## config.mk

```make
export PLATFORM = sky130hd
export DESIGN_NAME = scds_top
export DESIGN_NICKNAME = d
export VERILOG_FILES = /design/src/scds_pkg.sv /design/src/scds_divider.sv /design/src/scds_top.sv
export SDC_FILE = /design/constraint.sdc
export NUM_CORES = 1
export LEC_CHECK = 0
export BUFFER_PORTS_ARGS = -buffer_cell sky130_fd_sc_hd__buf_4
export CORE_MARGIN = 5
export CORE_UTILIZATION = 54
export CTS_CLUSTER_SIZE = 10
export DETAILED_ROUTE_END_ITERATION = 10
export PLACE_DENSITY = 0.8
export SLEW_MARGIN = 20
export SYNTH_ARGS = -nofsm -noshare
export SYNTH_HDL_FRONTEND = slang
export SYNTH_SLANG_ARGS = --single-unit
```

## constraint.sdc

```tcl
create_clock -name clk -period 1.5 [get_ports clk]
set_input_delay 0.3 -clock clk [delete_from_list [all_inputs] [get_ports clk]]
set_output_delay 0.3 -clock clk [all_outputs]
set_load 0.02 [all_outputs]
```

## src/scds_pkg.sv

```systemverilog
// package for the serial clock divider select block
// assumes a single clock domain and a wishbone classic register port
package scds_pkg;
    localparam logic [15:0] SCDS_REG_OFFSET = 16'hff43;
    localparam logic [15:0] SCDS_CTRL_OFFSET = 16'hff44;
    localparam logic [15:0] SCDS_STAT_OFFSET = 16'hff45;
    localparam logic [7:0] SCDS_RESET_VALUE = 8'h88;
    localparam logic [7:0] SCDS_CTRL_RESET = 8'h00;
    localparam int SCDS_CH0_LSB = 0;
    localparam int SCDS_CH1_LSB = 4;
    localparam int SCDS_CODE_W = 4;
    localparam logic [3:0] SCDS_CODE_MIN = 4'h6;
    localparam logic [3:0] SCDS_CODE_MAX = 4'hd;
    localparam logic [3:0] SCDS_I2C_EXTRA = 4'h4;
    localparam int SCDS_CTRL_HALVE_BIT = 0;
    localparam int SCDS_CTRL_I2C_BIT = 1;
    localparam int SCDS_CTRL_BUSY_BIT = 2;
    localparam int SCDS_CTRL_CH0_EN_BIT = 3;
    localparam int SCDS_CTRL_CH1_EN_BIT = 4;
    localparam int SCDS_DIV_W = 13;
    localparam logic [3:0] SCDS_EXP_BASE = 4'h5;
endpackage

```

## src/scds_divider.sv

```systemverilog
// power-of-two divider that makes one enable pulse per period
// assumes a synchronous reset copy and a legal exponent
`timescale 1ns/1ps
`default_nettype none
module scds_divider #(
    parameter int DIV_W = 13
) (
    input wire logic clk,
    input wire logic rst_n,
    input wire logic enable,
    input wire logic src_tick,
    input wire logic [3:0] exponent,
    output logic tick
);
    logic [DIV_W-1:0] count;
    logic [DIV_W-1:0] next_count;
    logic [DIV_W-1:0] last;
    logic next_tick;

    always_comb begin
        last = (DIV_W'(1) << exponent) - DIV_W'(1);
        next_count = count;
        next_tick = 1'b0;
        if (!enable) begin
            next_count = '0;
        end else if (src_tick) begin
            if (count >= last) begin
                next_count = '0;
                next_tick = 1'b1;
            end else begin
                next_count = count + DIV_W'(1);
            end
        end
    end

    always_ff @(posedge clk or negedge rst_n) begin
        if (!rst_n) begin
            count <= '0;
            tick <= 1'b0;
        end else begin
            count <= next_count;
            tick <= next_tick;
        end
    end
endmodule // scds_divider
`default_nettype wire

```

## src/scds_top.sv

```systemverilog
// clock select register with two channel shift clock dividers
// assumes clk is the oscillator and wishbone classic slave access
//
// Local design decision: the Wishbone slave port.
`timescale 1ns/1ps
`default_nettype none
// Contract
// - low nibble picks channel 0 divider
// - high nibble picks channel 1 divider
// - base clock is oscillator or half
// - i2c mode shifts channel 0 range
module scds_top #(
    parameter int DIV_W = scds_pkg::SCDS_DIV_W
) (
    input wire logic clk,
    input wire logic resetn,
    input wire logic [15:0] wb_adr_i,
    input wire logic [7:0] wb_dat_i,
    output logic [7:0] wb_dat_o,
    input wire logic wb_we_i,
    input wire logic wb_sel_i,
    input wire logic wb_cyc_i,
    input wire logic wb_stb_i,
    output logic wb_ack_o,
    output logic wb_err_o,
    output logic ch0_shift_tick,
    output logic ch1_shift_tick
);
    import scds_pkg::*;

    logic rst_meta;
    logic rst_n;
    logic [7:0] serial_clock_divider_select;
    logic [7:0] next_select;
    logic [7:0] ctrl;
    logic [7:0] next_ctrl;
    logic [7:0] next_dat;
    logic next_ack;
    logic next_err;
    logic half_phase;
    logic next_half_phase;
    logic base_tick;
    logic [3:0] ch0_exp;
    logic [3:0] ch1_exp;
    logic ch0_ok;
    logic ch1_ok;
    logic ch0_run;
    logic ch1_run;
    logic req;
    logic main_clock_halving_select;

    function automatic logic code_legal(input logic [3:0] code, input logic halving_off);
        code_legal = (code >= SCDS_CODE_MIN) && (code <= SCDS_CODE_MAX) &&
                     !(halving_off && code == SCDS_CODE_MIN);
    endfunction

    function automatic logic [3:0] code_exp(input logic [3:0] code);
        code_exp = code - SCDS_EXP_BASE;
    endfunction

    // reset release through two flops
    always_ff @(posedge clk or negedge resetn) begin
        if (!resetn) begin
            rst_meta <= 1'b0;
            rst_n <= 1'b0;
        end else begin
            rst_meta <= 1'b1;
            rst_n <= rst_meta;
        end
    end

    // bit set selects fxx = fx, clear selects fx/2
    assign main_clock_halving_select = ctrl[SCDS_CTRL_HALVE_BIT];
    assign req = wb_cyc_i && wb_stb_i && !wb_ack_o && !wb_err_o;

    // register bus decode, one answer per request
    always_comb begin
        next_select = serial_clock_divider_select;
        next_ctrl = ctrl;
        next_dat = wb_dat_o;
        next_ack = 1'b0;
        next_err = 1'b0;
        if (req) begin
            if (wb_adr_i == SCDS_REG_OFFSET) begin
                next_ack = 1'b1;
                next_dat = serial_clock_divider_select;
                if (wb_we_i && wb_sel_i) begin
                    next_select = wb_dat_i;
                end
            end else if (wb_adr_i == SCDS_CTRL_OFFSET) begin
                next_ack = 1'b1;
                next_dat = ctrl;
                if (wb_we_i && wb_sel_i) begin
                    next_ctrl = {3'h0, wb_dat_i[SCDS_CTRL_CH1_EN_BIT:SCDS_CTRL_CH0_EN_BIT], 1'b0,
                                 wb_dat_i[SCDS_CTRL_I2C_BIT:SCDS_CTRL_HALVE_BIT]};
                end
            end else if (wb_adr_i == SCDS_STAT_OFFSET) begin
                next_ack = 1'b1;
                next_dat = {4'h0, ch1_ok, ch0_ok, ch1_run, ch0_run};
            end else begin
                next_err = 1'b1;
                next_dat = 8'h00;
            end
        end
    end

    // registered bus answer and register state
    always_ff @(posedge clk or negedge rst_n) begin
        if (!rst_n) begin
            serial_clock_divider_select <= SCDS_RESET_VALUE;
            ctrl <= SCDS_CTRL_RESET;
            wb_dat_o <= 8'h00;
            wb_ack_o <= 1'b0;
            wb_err_o <= 1'b0;
        end else begin
            serial_clock_divider_select <= next_select;
            ctrl <= next_ctrl;
            wb_dat_o <= next_dat;
            wb_ack_o <= next_ack;
            wb_err_o <= next_err;
        end
    end

    // main system clock tick: every cycle or every other cycle
    always_comb begin
        next_half_phase = main_clock_halving_select ? 1'b0 : !half_phase;
        base_tick = main_clock_halving_select || half_phase;
    end

    always_ff @(posedge clk or negedge rst_n) begin
        if (!rst_n) begin
            half_phase <= 1'b0;
        end else begin
            half_phase <= next_half_phase;
        end
    end

    // codes 6..d map to exponents 1..8, i2c adds four to channel 0 only
    always_comb begin
        ch0_ok = code_legal(serial_clock_divider_select[SCDS_CH0_LSB +: SCDS_CODE_W],
                            main_clock_halving_select);
        ch1_ok = code_legal(serial_clock_divider_select[SCDS_CH1_LSB +: SCDS_CODE_W],
                            main_clock_halving_select);
        ch0_exp = code_exp(serial_clock_divider_select[SCDS_CH0_LSB +: SCDS_CODE_W]);
        if (ctrl[SCDS_CTRL_I2C_BIT]) begin
            ch0_exp = ch0_exp + SCDS_I2C_EXTRA;
        end
        ch1_exp = code_exp(serial_clock_divider_select[SCDS_CH1_LSB +: SCDS_CODE_W]);
        ch0_run = ctrl[SCDS_CTRL_CH0_EN_BIT] && ch0_ok;
        ch1_run = ctrl[SCDS_CTRL_CH1_EN_BIT] && ch1_ok;
    end

    scds_divider #(.DIV_W(DIV_W)) u_ch0 (
        .clk(clk),
        .rst_n(rst_n),
        .enable(ch0_run),
        .src_tick(base_tick),
        .exponent(ch0_exp),
        .tick(ch0_shift_tick)
    );

    scds_divider #(.DIV_W(DIV_W)) u_ch1 (
        .clk(clk),
        .rst_n(rst_n),
        .enable(ch1_run),
        .src_tick(base_tick),
        .exponent(ch1_exp),
        .tick(ch1_shift_tick)
    );

    // register and bus handshake checks
    AST_RESET_VALUE: assert property (@(posedge clk)
        $rose(rst_n) |->
        serial_clock_divider_select == SCDS_RESET_VALUE) else $error("reset value wrong");
    AST_WRITE_TAKES: assert property (@(posedge clk) disable iff (!rst_n)
        req && wb_we_i && wb_sel_i && wb_adr_i == SCDS_REG_OFFSET |=>
        serial_clock_divider_select == $past(wb_dat_i) && wb_ack_o) else $error("write lost");
    AST_ACK_PULSE: assert property (@(posedge clk) disable iff (!rst_n)
        wb_ack_o || wb_err_o |=>
        !wb_ack_o && !wb_err_o) else $error("answer held too long");
    AST_UNMAPPED: assert property (@(posedge clk) disable iff (!rst_n)
        req && wb_adr_i > SCDS_STAT_OFFSET |=>
        wb_err_o && !wb_ack_o) else $error("no error");
    // code to exponent mapping and prohibited code checks
    AST_CH0_EXP: assert property (@(posedge clk) disable iff (!rst_n)
        !ctrl[1] |->
        ch0_exp == serial_clock_divider_select[3:0] - 4'h5) else $error("ch0 map");
    AST_CH1_EXP: assert property (@(posedge clk) disable iff (!rst_n)
        ch1_exp ==
        serial_clock_divider_select[7:4] - 4'h5) else $error("ch1 map");
    AST_I2C_EXP: assert property (@(posedge clk) disable iff (!rst_n)
        ctrl[1] |->
        ch0_exp == serial_clock_divider_select[3:0] - 4'h1) else $error("i2c map");
    AST_PROHIBITED_DIV2: assert property (@(posedge clk) disable iff (!rst_n)
        main_clock_halving_select && serial_clock_divider_select[3:0] == 4'h6 |->
        !ch0_ok && !ch0_run) else $error("div2 code accepted at full rate");
    AST_CH1_RANGE: assert property (@(posedge clk) disable iff (!rst_n)
        serial_clock_divider_select[7:4] < 4'h6 || serial_clock_divider_select[7:4] > 4'hd |->
        !ch1_ok && !ch1_run) else $error("ch1 prohibited code accepted");
    // base clock and divider output checks
    AST_HALF_RATE: assert property (@(posedge clk) disable iff (!rst_n)
        !ctrl[0] && $past(!ctrl[0]) && base_tick |=>
        ctrl[0] || !base_tick) else $error("halving wrong");
    AST_FULL_RATE: assert property (@(posedge clk) disable iff (!rst_n)
        ctrl[0] |->
        base_tick) else $error("full rate wrong");
    AST_ILLEGAL_STOP: assert property (@(posedge clk) disable iff (!rst_n)
        !ch0_ok |=>
        ##1 !ch0_shift_tick) else $error("illegal code ticks");
    AST_CH1_STOP: assert property (@(posedge clk) disable iff (!rst_n)
        !ch1_ok |=>
        ##1 !ch1_shift_tick) else $error("ch1 illegal code ticks");
    AST_DIV_BY_TWO: assert property (@(posedge clk) disable iff (!rst_n)
        !ctrl[0] && ch0_run && ch0_exp == 4'h1 && ch0_shift_tick |=>
        !ch0_shift_tick [*3]) else $error("div2 period");

    // main scenario covers
    COV_CH0_TICK: cover property (@(posedge clk) disable iff (!rst_n) ch0_shift_tick);
    COV_CH1_TICK: cover property (@(posedge clk) disable iff (!rst_n) ch1_shift_tick);
    COV_I2C: cover property (@(posedge clk) disable iff (!rst_n) ctrl[1] && ch0_shift_tick);
    COV_ERR: cover property (@(posedge clk) disable iff (!rst_n) wb_err_o);
    COV_PROHIBITED: cover property (@(posedge clk) disable iff (!rst_n) ctrl[3] && !ch0_ok);
endmodule // scds_top
`default_nettype wire

```

[After elaboration in Yosys (flattened, before gate mapping)]
Cells that the tools add are included.
Word-level totals
  input bits: 30
  logic and storage cells: 80
  register bits: 53
Cells by class
  mux-type cells: 25
  $lt $le $gt $ge: 6
  bitwise operators: 1
  add/subtract/negate cells: 7
  reductions and logical operators: 20
  equality and inequality tests: 7
  shifts and indexed selects: 2
Operators by type and width (number)
  13-bit two-way mux: 6
  16-bit equality test (second input constant): 3
  13-bit by 1-bit adder with 13-bit output (second input constant): 2
  13-bit >= comparator: 2
  1-bit by 4-bit left shift with 13-bit output (first input constant): 2
  13-bit by 2-bit subtractor with 13-bit output (second input constant): 2
  1-bit two-way mux: 15
  1-bit logical AND: 12
  4-bit by 3-bit equality test with 1-bit output (second input constant): 2
  4-bit by 3-bit >= comparator with 1-bit output (second input constant): 2
  4-bit less-or-equal comparator (second input constant): 2
  4-bit two-way mux: 2
  8-bit two-way mux: 1
  4-bit by 3-bit subtractor with 4-bit output (second input constant): 2
  1-bit zero test: 5
  5-bit two-way mux: 1
  4-bit by 3-bit adder with 4-bit output (second input constant): 1
  2-bit inequality test (second input constant): 2
  4-bit AND reduction: 1
  3-bit AND reduction: 1
  1-bit logical OR: 1
  1-bit inverter: 1

[Depth between registers and ports, before layout]
Gate-level depths: netlist of run 1.
  depth in word-level cells: 9
  depth in mapped cells: 17
  depth with buffers taken out: 15

[Cells and area by module]
A second synthesis of run 1 with hierarchy kept.
Second synthesis, totals
  cell total of the unflattened synthesis: 407
  area, all modules: 3736.1 µm²
Modules (own cells, without submodules)
  scds_divider: area an instance 1198.6 µm², instances 2, cells an instance 145
  scds_top: area an instance 1338.8 µm², instances 1, cells an instance 117

[Least setup slack after synthesis of run 1]
Ideal clock, no wire load.
  path kind: flip-flop to flip-flop
  start point: register serial_clock_divider_select[7]
  end point: register u_ch1.count[11]
  arrival: 3.619 ns
  buffers on the path: 4
  path slack: -2.240 ns
  library setup time: 0.121 ns
  cell stages (with the launch flop): 17
  cell sequence: dfstp_2 > clkbuf_1 > clkbuf_1 > nor2_1 > nand3_1 > ha_1 > clkbuf_1 > nor3b_1 > nor2_1 > ha_1 > nand4_1 > nor3_1 > inv_1 > o211ai_1 > clkbuf_1 > o21ai_0 > a22o_1
On the way
  longest elaborated chain between the ends: 7
  elaborated cells between the ends (all ways): 16
  classes of those cells: add/sub: 2; order compare: 3; eq/ne: 2; shift: 1; mux: 3; reduce/logical: 5
RTL lines
  from (decl): RTL line scds_top.sv:33  | logic [7:0] serial_clock_divider_select;
  from (signal assigned): RTL line scds_top.sv:116  | serial_clock_divider_select <= next_select;
  4-bit by 3-bit subtractor with 4-bit output: RTL line scds_top.sv:58  | code_exp = code - SCDS_EXP_BASE;
  1-bit by 4-bit left shift with 13-bit output: RTL line scds_divider.sv:21  | last = (DIV_W'(1) << exponent) - DIV_W'(1);
  13-bit by 2-bit subtractor with 13-bit output: RTL line scds_divider.sv:21
  13-bit >= comparator: RTL line scds_divider.sv:27  | if (count >= last) begin
  13-bit two-way mux: RTL line scds_divider.sv:27
  13-bit two-way mux: RTL line scds_divider.sv:26  | end else if (src_tick) begin
  13-bit two-way mux: RTL line scds_divider.sv:24  | if (!enable) begin
  to (signal assigned): RTL line scds_divider.sv:41  | count <= next_count;
  to (decl): RTL line scds_divider.sv:15  | logic [DIV_W-1:0] count;
Parallel ways exist; a longest one is shown, timed or not. The select of a mux whose other input is x is not followed.
A chain may end at the register's enable or synchronous reset.

[Final worst setup path of run 1]
  start point: register serial_clock_divider_select[2]
  end point: register u_ch0.count[4]
On the way
  longest elaborated chain between the ends: 9
  elaborated cells between the ends (all ways): 18
  classes of those cells: add/sub: 3; order compare: 3; eq/ne: 2; shift: 1; mux: 4; reduce/logical: 5
RTL lines
  4-bit by 3-bit subtractor with 4-bit output: RTL line scds_top.sv:58
  4-bit by 3-bit adder with 4-bit output: RTL line scds_top.sv:146  | ch0_exp = ch0_exp + SCDS_I2C_EXTRA;
  4-bit two-way mux: RTL line scds_top.sv:145  | if (ctrl[SCDS_CTRL_I2C_BIT]) begin
  1-bit by 4-bit left shift with 13-bit output: RTL line scds_divider.sv:21
  13-bit by 2-bit subtractor with 13-bit output: RTL line scds_divider.sv:21
  13-bit >= comparator: RTL line scds_divider.sv:27
  13-bit two-way mux: RTL line scds_divider.sv:27
  13-bit two-way mux: RTL line scds_divider.sv:26
  13-bit two-way mux: RTL line scds_divider.sv:24
  to (signal assigned): RTL line scds_divider.sv:41
  to (decl): RTL line scds_divider.sv:15
Parallel ways exist; a longest one is shown, timed or not. The select of a mux whose other input is x is not followed.

==> results.md, run 1 <==
* Die Ht at 93.40 um
* Global-route wire length before repair at 22460 um
* Die X at 93.40 um
* Worst reg-to-reg path cell count at 13
* Vias in the first global route at 4522
* Worst setup margin at -1.906 ns
* Ports at 42
* Post-synthesis simple-gate area fraction at 23.15%
* PnR Total Power at 0.002540 W
* Synth Cell Area at 3756 um^2
* Post-Place Cells at 659
* Global-route usage over all layers at 32.57%
* Total congestion overflow at 0
* Power share of the sequential group at 56.8%
* Critical path peak fanout at 7
* Max frequency at 293.6 MHz
* Setup crit end kind: flip-flop
* CTS sink cnt at 53
* Core ar. at 6794 um^2
* Register area share after synthesis at 35.38%
* Root buffer cell: clkbuf_8
* Switching power at 0.0006927 W
* RSZ-0062 raised after global routing: true
* Largest family of logic cells by synthesized area: simple AND/OR/NAND/NOR gates
* Internal Dissipation at 0.001848 W
* Syn_area_per_cell at 8.715 um^2
* Pre-CTS setup slack at -1.619 ns
* Synth Register Bits at 53
* Reg clk slew, reported paths at 0.13 ns
* Crit path from: serial_clock_divider_select[2]
* Nets@finish at 659
* Register area at 1333 um^2
* TritonCTS clock tree: yes
* Post-Route Skew at 0.02302 ns
* Primary FF master, synth: dfrtp_1
* Startpoint Class: flip-flop
* Depth of the CTS H-tree at 2
* Reg2Reg Launch Point: serial_clock_divider_select[2]
* Post-Synth XOR/XNOR Area at 1.632%
* CP endpoint: u_ch0.count[4]
* Unique masters post-synth at 56
* Final WL at 17630 um
* Routed length per placed instance at 25.32 um
* Syn nets at 491
* Antenna violations before repair at 0
* Clk pwr share at 37.4%
* DP Wirelength at 8305 um
* Share of synthesized registers carrying an async set or reset at 100.0%
* Setup total negative slack at -56.19 ns
* Non-Filler Instances at 696
* GPL Wtd Cong at 0.9070
* Final count of pins violating max slew at 0
* Crit path required time at 1.77 ns
* Vias per cell at 6.789
* Die Footprint at 8724 um^2
* Logic pwr share at 5.8%
* Yosys warns at 0
* VDD IR-drop max at 0.3967 mV
* PwrDens at 416.6 nW/um^2
* Post-synthesis mux area share at 4.564%
* Multi-input gate area at 2965 um^2
* Adder-Cell Fraction of Synth Area at 9.993%
* Initial core utilization at 55.29%
* Input/output buffers at 41
* Mapped Cells at 431
* Setup Crit Path Kind: reg -> reg
* Cts bufs inserted at 5
* Clk Latency, worst-skew pair at 0.35 ns
* R2r endpoint: u_ch0.count[4]
* DR iter-0 viols at 644
* Synth Area in Compound Gates at 21.49%
* Reg2reg setup slack at -1.91 ns
* Vias at 4725
* Endpoints failing setup at 49
* Maxcap violations at 0
* Remaining antenna violation count at 0
* Failing checks: negative setup slack
* Endpoints failing hold at 0
* Max Root-Sink Buffers at 2
* Sw frac at 27.27%
* Crit path arrival time at 3.68 ns
* Post-synth EDFFs at 0
* Hold Path Class: reg -> async
* Final core utilization at 89.74%
* Initial DRT Pass Iterations at 7
* Status: finished with violations
* Leakage power figure at 2.875 nW
* Layout area overhead at 62.33%
* Ant diodes at 0
* Layout cells sized above 1 at 52.00%
* Rows at 30
* DRC violation count after routing at 0
* Largest net degree at the start of global routing at 30
* Fillers at 246
* Tcrit/Tclk final at 227.1%
* Final Critical Period at 3.406 ns
[placed cells by master (no fill, tap or decap), drive strengths merged, types with 6 or more instances in the layout]
cell / count
nand3: 15
nand2b: 6
nor2b: 10
dfrtp: 51
and3: 10
nor3b: 8
a22o: 9
clkbuf: 7
buf: 179
a21o: 11
inv: 14
nand2: 42
nor2: 32
xnor2: 6
mux2: 13
o21ai: 30
ha: 30
nor3: 17
o21a: 7
a21oi: 35
nor4: 9
[worst min path at each step]
stage / to / cells past startpoint / slack [ns]
finish: ctrl[0] / 0 / 0.18
detailed placement: rst_meta / 1 / 0.08
floorplan: rst_meta / 0 / 0.004
CTS: serial_clock_divider_select[6] / 0 / 0.19
global route: ctrl[1] / 2 / 0.19
global placement: rst_meta / 1 / 0.08
[flip-flops by register name, summed over array words and instances, names as in the netlist]
name	flops
u_ch0.tick	1
ctrl	4
wb_ack_o	1
u_ch1.tick	1
half_phase	1
rst_meta	1
wb_dat_o	8
rst_n	1
serial_clock_divider_select	8
u_ch1.count	13
wb_err_o	1
u_ch0.count	13
[Yosys cell counts, types with 3 or more instances]
library cell   n  area [um^2]
dfrtp_1       51         1276
nand2_1       42        157.7
a21oi_1       35        175.2
ha_1          30        375.4
nor2_1        30        112.6
o21ai_0       28        140.1
clkbuf_1      19        71.32
nor3_1        17        85.08
nand3_1       14        70.07
inv_1         13        48.80
a21o_1        11        82.58
and3_1        10        62.56
nor2b_1       10        62.56
a22o_1         9        78.83
mux2_2         9        101.4
nor3b_1        8        60.06
nor4_1         8        50.05
o21a_1         7        52.55
nand2b_1       6        37.54
xnor2_1        6        52.55
a211o_1        5        43.79
o311ai_0       5        43.79
o31ai_1        5        37.54
or3_1          5        31.28
a31oi_1        4        25.02
mux2_4         4        60.06
a22oi_1        3        22.52
nor4b_1        3        26.28
[critical path: stages, from the launching register on]
cell and delay, ns:
dfrtp_2 0.48, xnor2_4 0.17, or3_4 0.37, ha_4 0.22, buf_6 0.13, xnor2_2 0.13, ha_1 0.34, a21oi_1 0.28
o21ai_2 0.13, a31oi_4 0.26, o21ai_4 0.14, buf_12 0.16, nor4_1 0.35, a211o_1 0.17
[per-stage QoR]
stage | hold WS, ns | area, um^2
after floorplan | 0.004409 | 3990
after global placement | 0.08124 | 5110
after detailed placement | 0.08465 | 5110
after CTS | 0.1938 | 5679
after global routing | 0.1940 | 6097
final | 0.1781 | 6097
[power by group through the flow]
stage	Clock [W]	Sequential, W	Combinational (W)
after detailed placement	0	0.00147	0.000129
after CTS	0.000876	0.00144	0.000134
after global routing	0.000983	0.00145	0.000156
after floorplan	0	0.00148	0.0000178
after global placement	0	0.00147	0.000123
final	0.000949	0.00144	0.000148
[cell families after synthesis]
logic type      after synthesis
mux                          14
other cells                   1
simple gates                166
fa+ha+maj                    30
flops                        53
buf+inv                      35
compound gates              125
xor+xnor                      7
[area by class of cell]
class | instances | area share, %
clock buffers | 5 | 1.129
clock inverters | 3 | 0.4309
inverters | 14 | 0.9235
multi-input cells | 343 | 48.64
flip-flops and latches | 53 | 21.86
well taps | 96 | 1.970
repair buffers | 182 | 25.06
[routing by layer]
metal,part of all wire [%],routed length [um],vias up,track usage (%)
met2,48,8407,398,55.39
met3,8.7,1532,162,5.149
met1,35,6165,2239,38.79
met5,0,0,-,0
li1,-,-,1926,-
met4,8.6,1519,0,18.68
[repair_timing]
item | CTS | global route
hold buffers | 1 | 0
gates cloned | 3 | 1
resized for setup | 80 | 75
setup buffers | 18 | 20
setup endpoints to repair | 49 | 50
endpoints found under the hold margin | 2 | 0
pin swaps | 32 | 39
(Power assumes the default switching activity.)
==> run 2: changes to the inputs <==
- SLEW_MARGIN: 20 -> 15
- clock period: 1.5 -> 2.79 ns (I/O delays scaled with it)
==> results.md, run 2 (synthesis gave the netlist of run 1 again) <==
* Status: finished with violations
* Failing checks: negative setup slack
* Post-DP Area at 4642 um^2
* Crit path required time at 3.03 ns
* Power share of the sequential group at 60.8%
* CP cell instances: xnor2_4 > or3_4 > ha_4 > buf_6 > buf_6 > a21o_1 > o21ai_1 > ha_1 > a21oi_2 > o21ai_2 > a21oi_2 > o21ai_4 > buf_6 > or3_1 > a21oi_1
* Layout area overhead at 42.74%
* Maxcap violations at 0
* Cell family with most CP delay: compound AO/OA/AOI/OAI gates
* Worst Max-Slew Pin Slew at 0.9878 ns
* Die X at 93.40 um
* GRT met2 Usage at 42.05%
* Routed length per placed instance at 18.02 um
* Switching power at 0.0002989 W
* Final WL at 11370 um
* VDD IR-drop max at 0.2119 mV
* Sw frac at 23.42%
* CP bufs+invs at 3
* Final count of pins violating max slew at 0
* Gr busiest metal: met2
* Multi-input gate area at 2769 um^2
* Vias at 3850
* Crit path arrival time at 3.50 ns
* Depth of the CTS H-tree at 2
* Total congestion overflow at 0
* Nets@finish at 594
* Remaining antenna violation count at 0
* Internal Dissipation at 0.0009772 W
* Layout cells sized above 1 at 41.12%
* Non-Filler Instances at 631
* Startpoint Class: flip-flop
* Initial DRT Pass Iterations at 5
* Post-Place Cells at 600
* Global-route wire length before repair at 17460 um
* Die Ht at 93.40 um
* Worst hold slack at 0.2257 ns
* Most common cell after layout, fill and taps aside: buf_4
* Worst setup margin at -0.4703 ns
* RSZ-0062 raised after global routing: true
* Max frequency at 306.7 MHz
* Vias in the first global route at 3681
* GR Util met1 at 31.71%
* CTS sink cnt at 53
* Leakage power figure at 2.488 nW
* Setup crit end kind: flip-flop
* Ports at 42
* DP Wirelength at 7231 um
* CP dominant cell by count: buf_6
* Rows at 30
* Setup Crit Path Kind: reg -> reg
* Reg clk slew, reported paths at 0.10 ns
* Rel. slew slack at 34.15%
* Met3 usage at 3.540%
* Ant diodes at 0
* Fillers at 386
* PwrDens at 238.0 nW/um^2
* Endpoints failing hold at 0
* DRC violation count after routing at 0
* Input/output buffers at 41
* Most frequent cells in the layout: 96 x buf_4, 48 x dfrtp_1, 37 x nand2_1
* Cts bufs inserted at 5
* Reg2Reg Launch Point: serial_clock_divider_select[2]
* Clk pwr share at 34.5%
* Final Critical Period at 3.260 ns
* Worst reg-to-reg path cell count at 15
* Global-route usage over all layers at 24.48%
* Vias per cell at 6.101
* Crit path largest cell delay at 0.46 ns
* R2r endpoint: u_ch0.count[0]
* Tcrit/Tclk final at 116.9%
* Register area at 1333 um^2
* Core ar. at 6794 um^2
* CP max stage cell: dfrtp_2
* Root buffer cell: clkbuf_8
* Max Root-Sink Buffers at 2
* Crit path from: serial_clock_divider_select[2]
* Logic pwr share at 4.7%
* Pre-CTS setup slack at -0.3191 ns
* GPL Wtd Cong at 0.9354
* Post-Route Skew at 0.008997 ns
* TritonCTS clock tree: yes
* Die Footprint at 8724 um^2
* Clk Latency, worst-skew pair at 0.31 ns
* Initial core utilization at 55.29%
* Critical path peak fanout at 6
* Design area at 5361 um^2
* Hold Path Class: reg -> async
* Reg2reg setup slack at -0.47 ns
* Antenna violations before repair at 0
* Largest net degree at the start of global routing at 22
* DR iter-0 viols at 275
* Largest regs: u_ch0.count: 13 flops, u_ch1.count: 13 flops
* Endpoints failing setup at 27
run 2: layer usage:
| metal | vias to the layer above | share of wire [%] |
|---|---|---|
| li1 | 1787 | - |
| met2 | 136 | 52 |
| met5 | - | 0 |
| met3 | 30 | 4.2 |
| met4 | 0 | 2.3 |
| met1 | 1897 | 41 |
run 2: worst register-to-register path: stages, from the launching register on:
cell and delay (ns):
dfrtp_2 0.46, xnor2_4 0.17, or3_4 0.35, ha_4 0.21, buf_6 0.13, buf_6 0.11
a21o_1 0.15, o21ai_1 0.09, ha_1 0.29, a21oi_2 0.17, o21ai_2 0.08, a21oi_2 0.23
o21ai_4 0.15, buf_6 0.16, or3_1 0.31, a21oi_1 0.14
run 2: power by group through the flow:
stage            logic, W  clock network (W)  registers, W
6_report        0.0000594           0.000440      0.000776
5_1_grt         0.0000658           0.000485      0.000779
4_1_cts         0.0000587           0.000447      0.000777
3_5_place_dp    0.0000585                  0      0.000792
3_3_place_gp    0.0000570                  0      0.000792
2_1_floorplan  0.00000852                  0      0.000797
run 2: how the worst max path moves through the flow:
stage,end,slack [ns],depth (start not counted)
6_report,u_ch0.count[0],-0.47,15
5_1_grt,u_ch0.count[3],-0.57,16
4_1_cts,u_ch1.count[8],-0.28,13
3_5_place_dp,u_ch0.count[0],-0.32,15
3_3_place_gp,u_ch0.count[0],-0.22,14
2_1_floorplan,u_ch1.count[3],-0.30,13
run 2: final cells by class:
cell class | instances | area share (%)
clock buffers | 5 | 1.284
clock inverters | 3 | 0.3267
inverters | 14 | 0.9802
multi-input cells | 343 | 51.65
flip-flops and latches | 53 | 24.85
well taps | 96 | 2.240
repair buffers | 117 | 18.67
run 2: timing repair:
action	4_1_cts	5_1_grt
endpoints found under the hold margin	0	2
buffers inserted	18	5
pin swaps	30	24
setup endpoints to repair	27	28
gates resized for setup	65	40
gates cloned	2	3
hold buffers	0	1
run 2: metrics by stage:
step	TNS [ns]	total power [W]	util (%)
final	-8.612	0.001276	78.91
after global routing	-12.03	0.001330	78.91
after CTS	-5.394	0.001282	75.54
after detailed placement	-5.676	0.0008505	68.32
after global placement	-3.584	0.0008487	68.32
after floorplan	-4.314	0.0008056	-
==> run 3: changes to the inputs <==
==> constraint.sdc (replaced) <==
create_clock -name clk -period 2.79 [get_ports clk]
set_input_delay 0.4185 -clock clk [delete_from_list [all_inputs] [get_ports clk]]
set_output_delay 0.4185 -clock clk [all_outputs]
set_load 0.02 [all_outputs]
==> results.md, run 3 (synthesis gave the netlist of run 1 again) <==
* Status: finished with violations
* Failing checks: negative setup slack
* Sw frac at 22.01%
* Initial core utilization at 55.29%
* Antenna violations before repair at 0
* Final WL at 10790 um
* Vias per cell at 6.081
* Power share of the sequential group at 56.7%
* PnR Total Power at 0.001375 W
* DP Wirelength at 7138 um
* DRC violation count after routing at 0
* Max frequency at 328.7 MHz
* Final core utilization at 77.37%
* Global-route usage over all layers at 24.39%
* Vias at 3764
* Die X at 93.40 um
* Clk pwr share at 39.1%
* GPL Wtd Cong at 0.8954
* Internal Dissipation at 0.001072 W
* Global-route wire length before repair at 17260 um
* Crit path from: serial_clock_divider_select[7]
* Remaining antenna violation count at 0
* Reg clk slew, reported paths at 0.10 ns
* CP endpoint: u_ch1.count[3]
* Reg2Reg Launch Point: serial_clock_divider_select[7]
* Depth of the CTS H-tree at 2
* CP max stage cell: dfstp_2
* DR iter-0 viols at 233
* Endpoints failing hold at 0
* Reg2reg setup slack at -0.25 ns
* Rel. slew slack at 40.43%
* Critical path peak fanout at 7
* Input/output buffers at 41
* Leakage power figure at 2.419 nW
* PwrDens at 261.5 nW/um^2
* Largest net degree at the start of global routing at 33
* CP bufs+invs at 3
* Layout area overhead at 39.94%
* Die Footprint at 8724 um^2
* Switching power at 0.0003026 W
* Crit path arrival time at 3.24 ns
* Cts bufs inserted at 5
* Startpoint Class: flip-flop
* Worst reg-to-reg path cell count at 13
* Worst setup margin at -0.2527 ns
* Most frequent cells in the layout: 90 x buf_4, 48 x dfrtp_1, 37 x nand2_1
* Final count of pins violating max slew at 0
* Crit path largest cell delay at 0.40 ns
* Endpoints failing setup at 23
* CTS sink cnt at 53
* Routed length per placed instance at 17.43 um
* CP Depth at 13
* Worst Max-Slew Pin Slew at 0.8935 ns
* Final Critical Period at 3.043 ns
* Root buffer cell: clkbuf_8
* TritonCTS clock tree: yes
* Total congestion overflow at 0
* Ports at 42
* Logic pwr share at 4.2%
* RSZ-0062 raised after global routing: true
* Crit path required time at 2.99 ns
* Initial DRT Pass Iterations at 7
* VDD IR-drop max at 0.1887 mV
* Vias in the first global route at 3595
* Die Ht at 93.40 um
* Pre-CTS setup slack at -0.3566 ns
* Maxcap violations at 0
* Post-Route Skew at 0.007219 ns
* CP cell instances: or3_4 > ha_4 > or3_4 > a21o_1 > ha_4 > nand4_1 > nor3_2 > inv_1 > o211ai_1 > buf_4 > buf_6 > nor2_2 > a211o_1
* Hold Path Class: reg -> async
* Nets@finish at 582
* Most common cell after layout, fill and taps aside: buf_4
* Layout cells sized above 1 at 40.73%
* Core ar. at 6794 um^2
* Setup Crit Path Kind: reg -> reg
* Max Root-Sink Buffers at 2
* Rows at 30
* Setup crit end kind: flip-flop
* Ant diodes at 0
* Clk Latency, worst-skew pair at 0.31 ns
* Tcrit/Tclk final at 109.1%
* Cell family with most CP delay: simple AND/OR/NAND/NOR gates
* R2r endpoint: u_ch1.count[3]
* Largest regs: u_ch0.count: 13 flops, u_ch1.count: 13 flops
-- run 3: changes by cell type in the layout (fill, tap and decap cells not counted), moves of 3 or more --
cell,change
buf_4,-6
buf_6,-3
nor2_1,-3
nor2_2,+3
o21ai_0,-3
-- run 3: metrics by stage --
stage	instances	TNS, ns	area [um^2]	hold WS, ns
floorplan	431	-4.314	3964	0.1229
global placement	601	-4.521	4637	0.2006
detailed placement	601	-6.825	4637	0.2016
CTS	618	-3.699	5089	0.3299
global route	619	-7.284	5256	0.3287
finish	619	-4.129	5256	0.3202
-- run 3: final cells by class --
type / count / area (um^2)
inverters: 14 / 52.55
well taps: 96 / 120.1
repair buffers: 105 / 852.1
fillers: 415 / 1538
multi-input cells: 343 / 2784
flip-flops and latches: 53 / 1333
clock buffers: 5 / 68.82
clock inverters: 3 / 46.29
-- run 3: worst register-to-register path: stages, from the launching register on --
cell and delay [ns]:
dfstp_2 0.40, or3_4 0.40, ha_4 0.18, or3_4 0.33, a21o_1 0.19, ha_4 0.27
nand4_1 0.14, nor3_2 0.14, inv_1 0.08, o211ai_1 0.18, buf_4 0.21, buf_6 0.12
nor2_2 0.03, a211o_1 0.26
-- run 3: worst min path at each step --
| stage | startpoint | end |
|---|---|---|
| 5_1_grt | wb_dat_i[3] | ctrl[3] |
| 3_3_place_gp | resetn | rst_meta |
| 2_1_floorplan | resetn | rst_meta |
| 6_report | rst_n | serial_clock_divider_select[5] |
| 3_5_place_dp | resetn | rst_meta |
| 4_1_cts | wb_dat_i[3] | ctrl[3] |
-- run 3: power by group through the flow --
stage	clock (W)	sequential (W)	combinational, W
floorplan	0	0.000797	0.00000852
global placement	0	0.000795	0.0000538
detailed placement	0	0.000795	0.0000561
CTS	0.000546	0.000780	0.0000575
global route	0.000583	0.000782	0.0000626
finish	0.000537	0.000779	0.0000580
-- run 3: repair_timing --
| item | 4_1_cts | 5_1_grt |
|---|---|---|
| endpoints found under the hold margin | 2 | 0 |
| cloned | 1 | 0 |
| endpoints found under the setup margin | 27 | 28 |
| pin swaps | 45 | 22 |
| resized for setup | 67 | 38 |
| hold buffers | 1 | 0 |
| setup buffers | 10 | 3 |
-- run 3: metal layers --
layer  vias to the layer above  GRT usage (%)  share of wire (%)
met2                       110          42.53                 52
met3                        24          3.459                4.3
met4                         0          5.983                2.3
met1                      1856          31.73                 41
li1                       1774              -                  -
met5                         -              0                  0
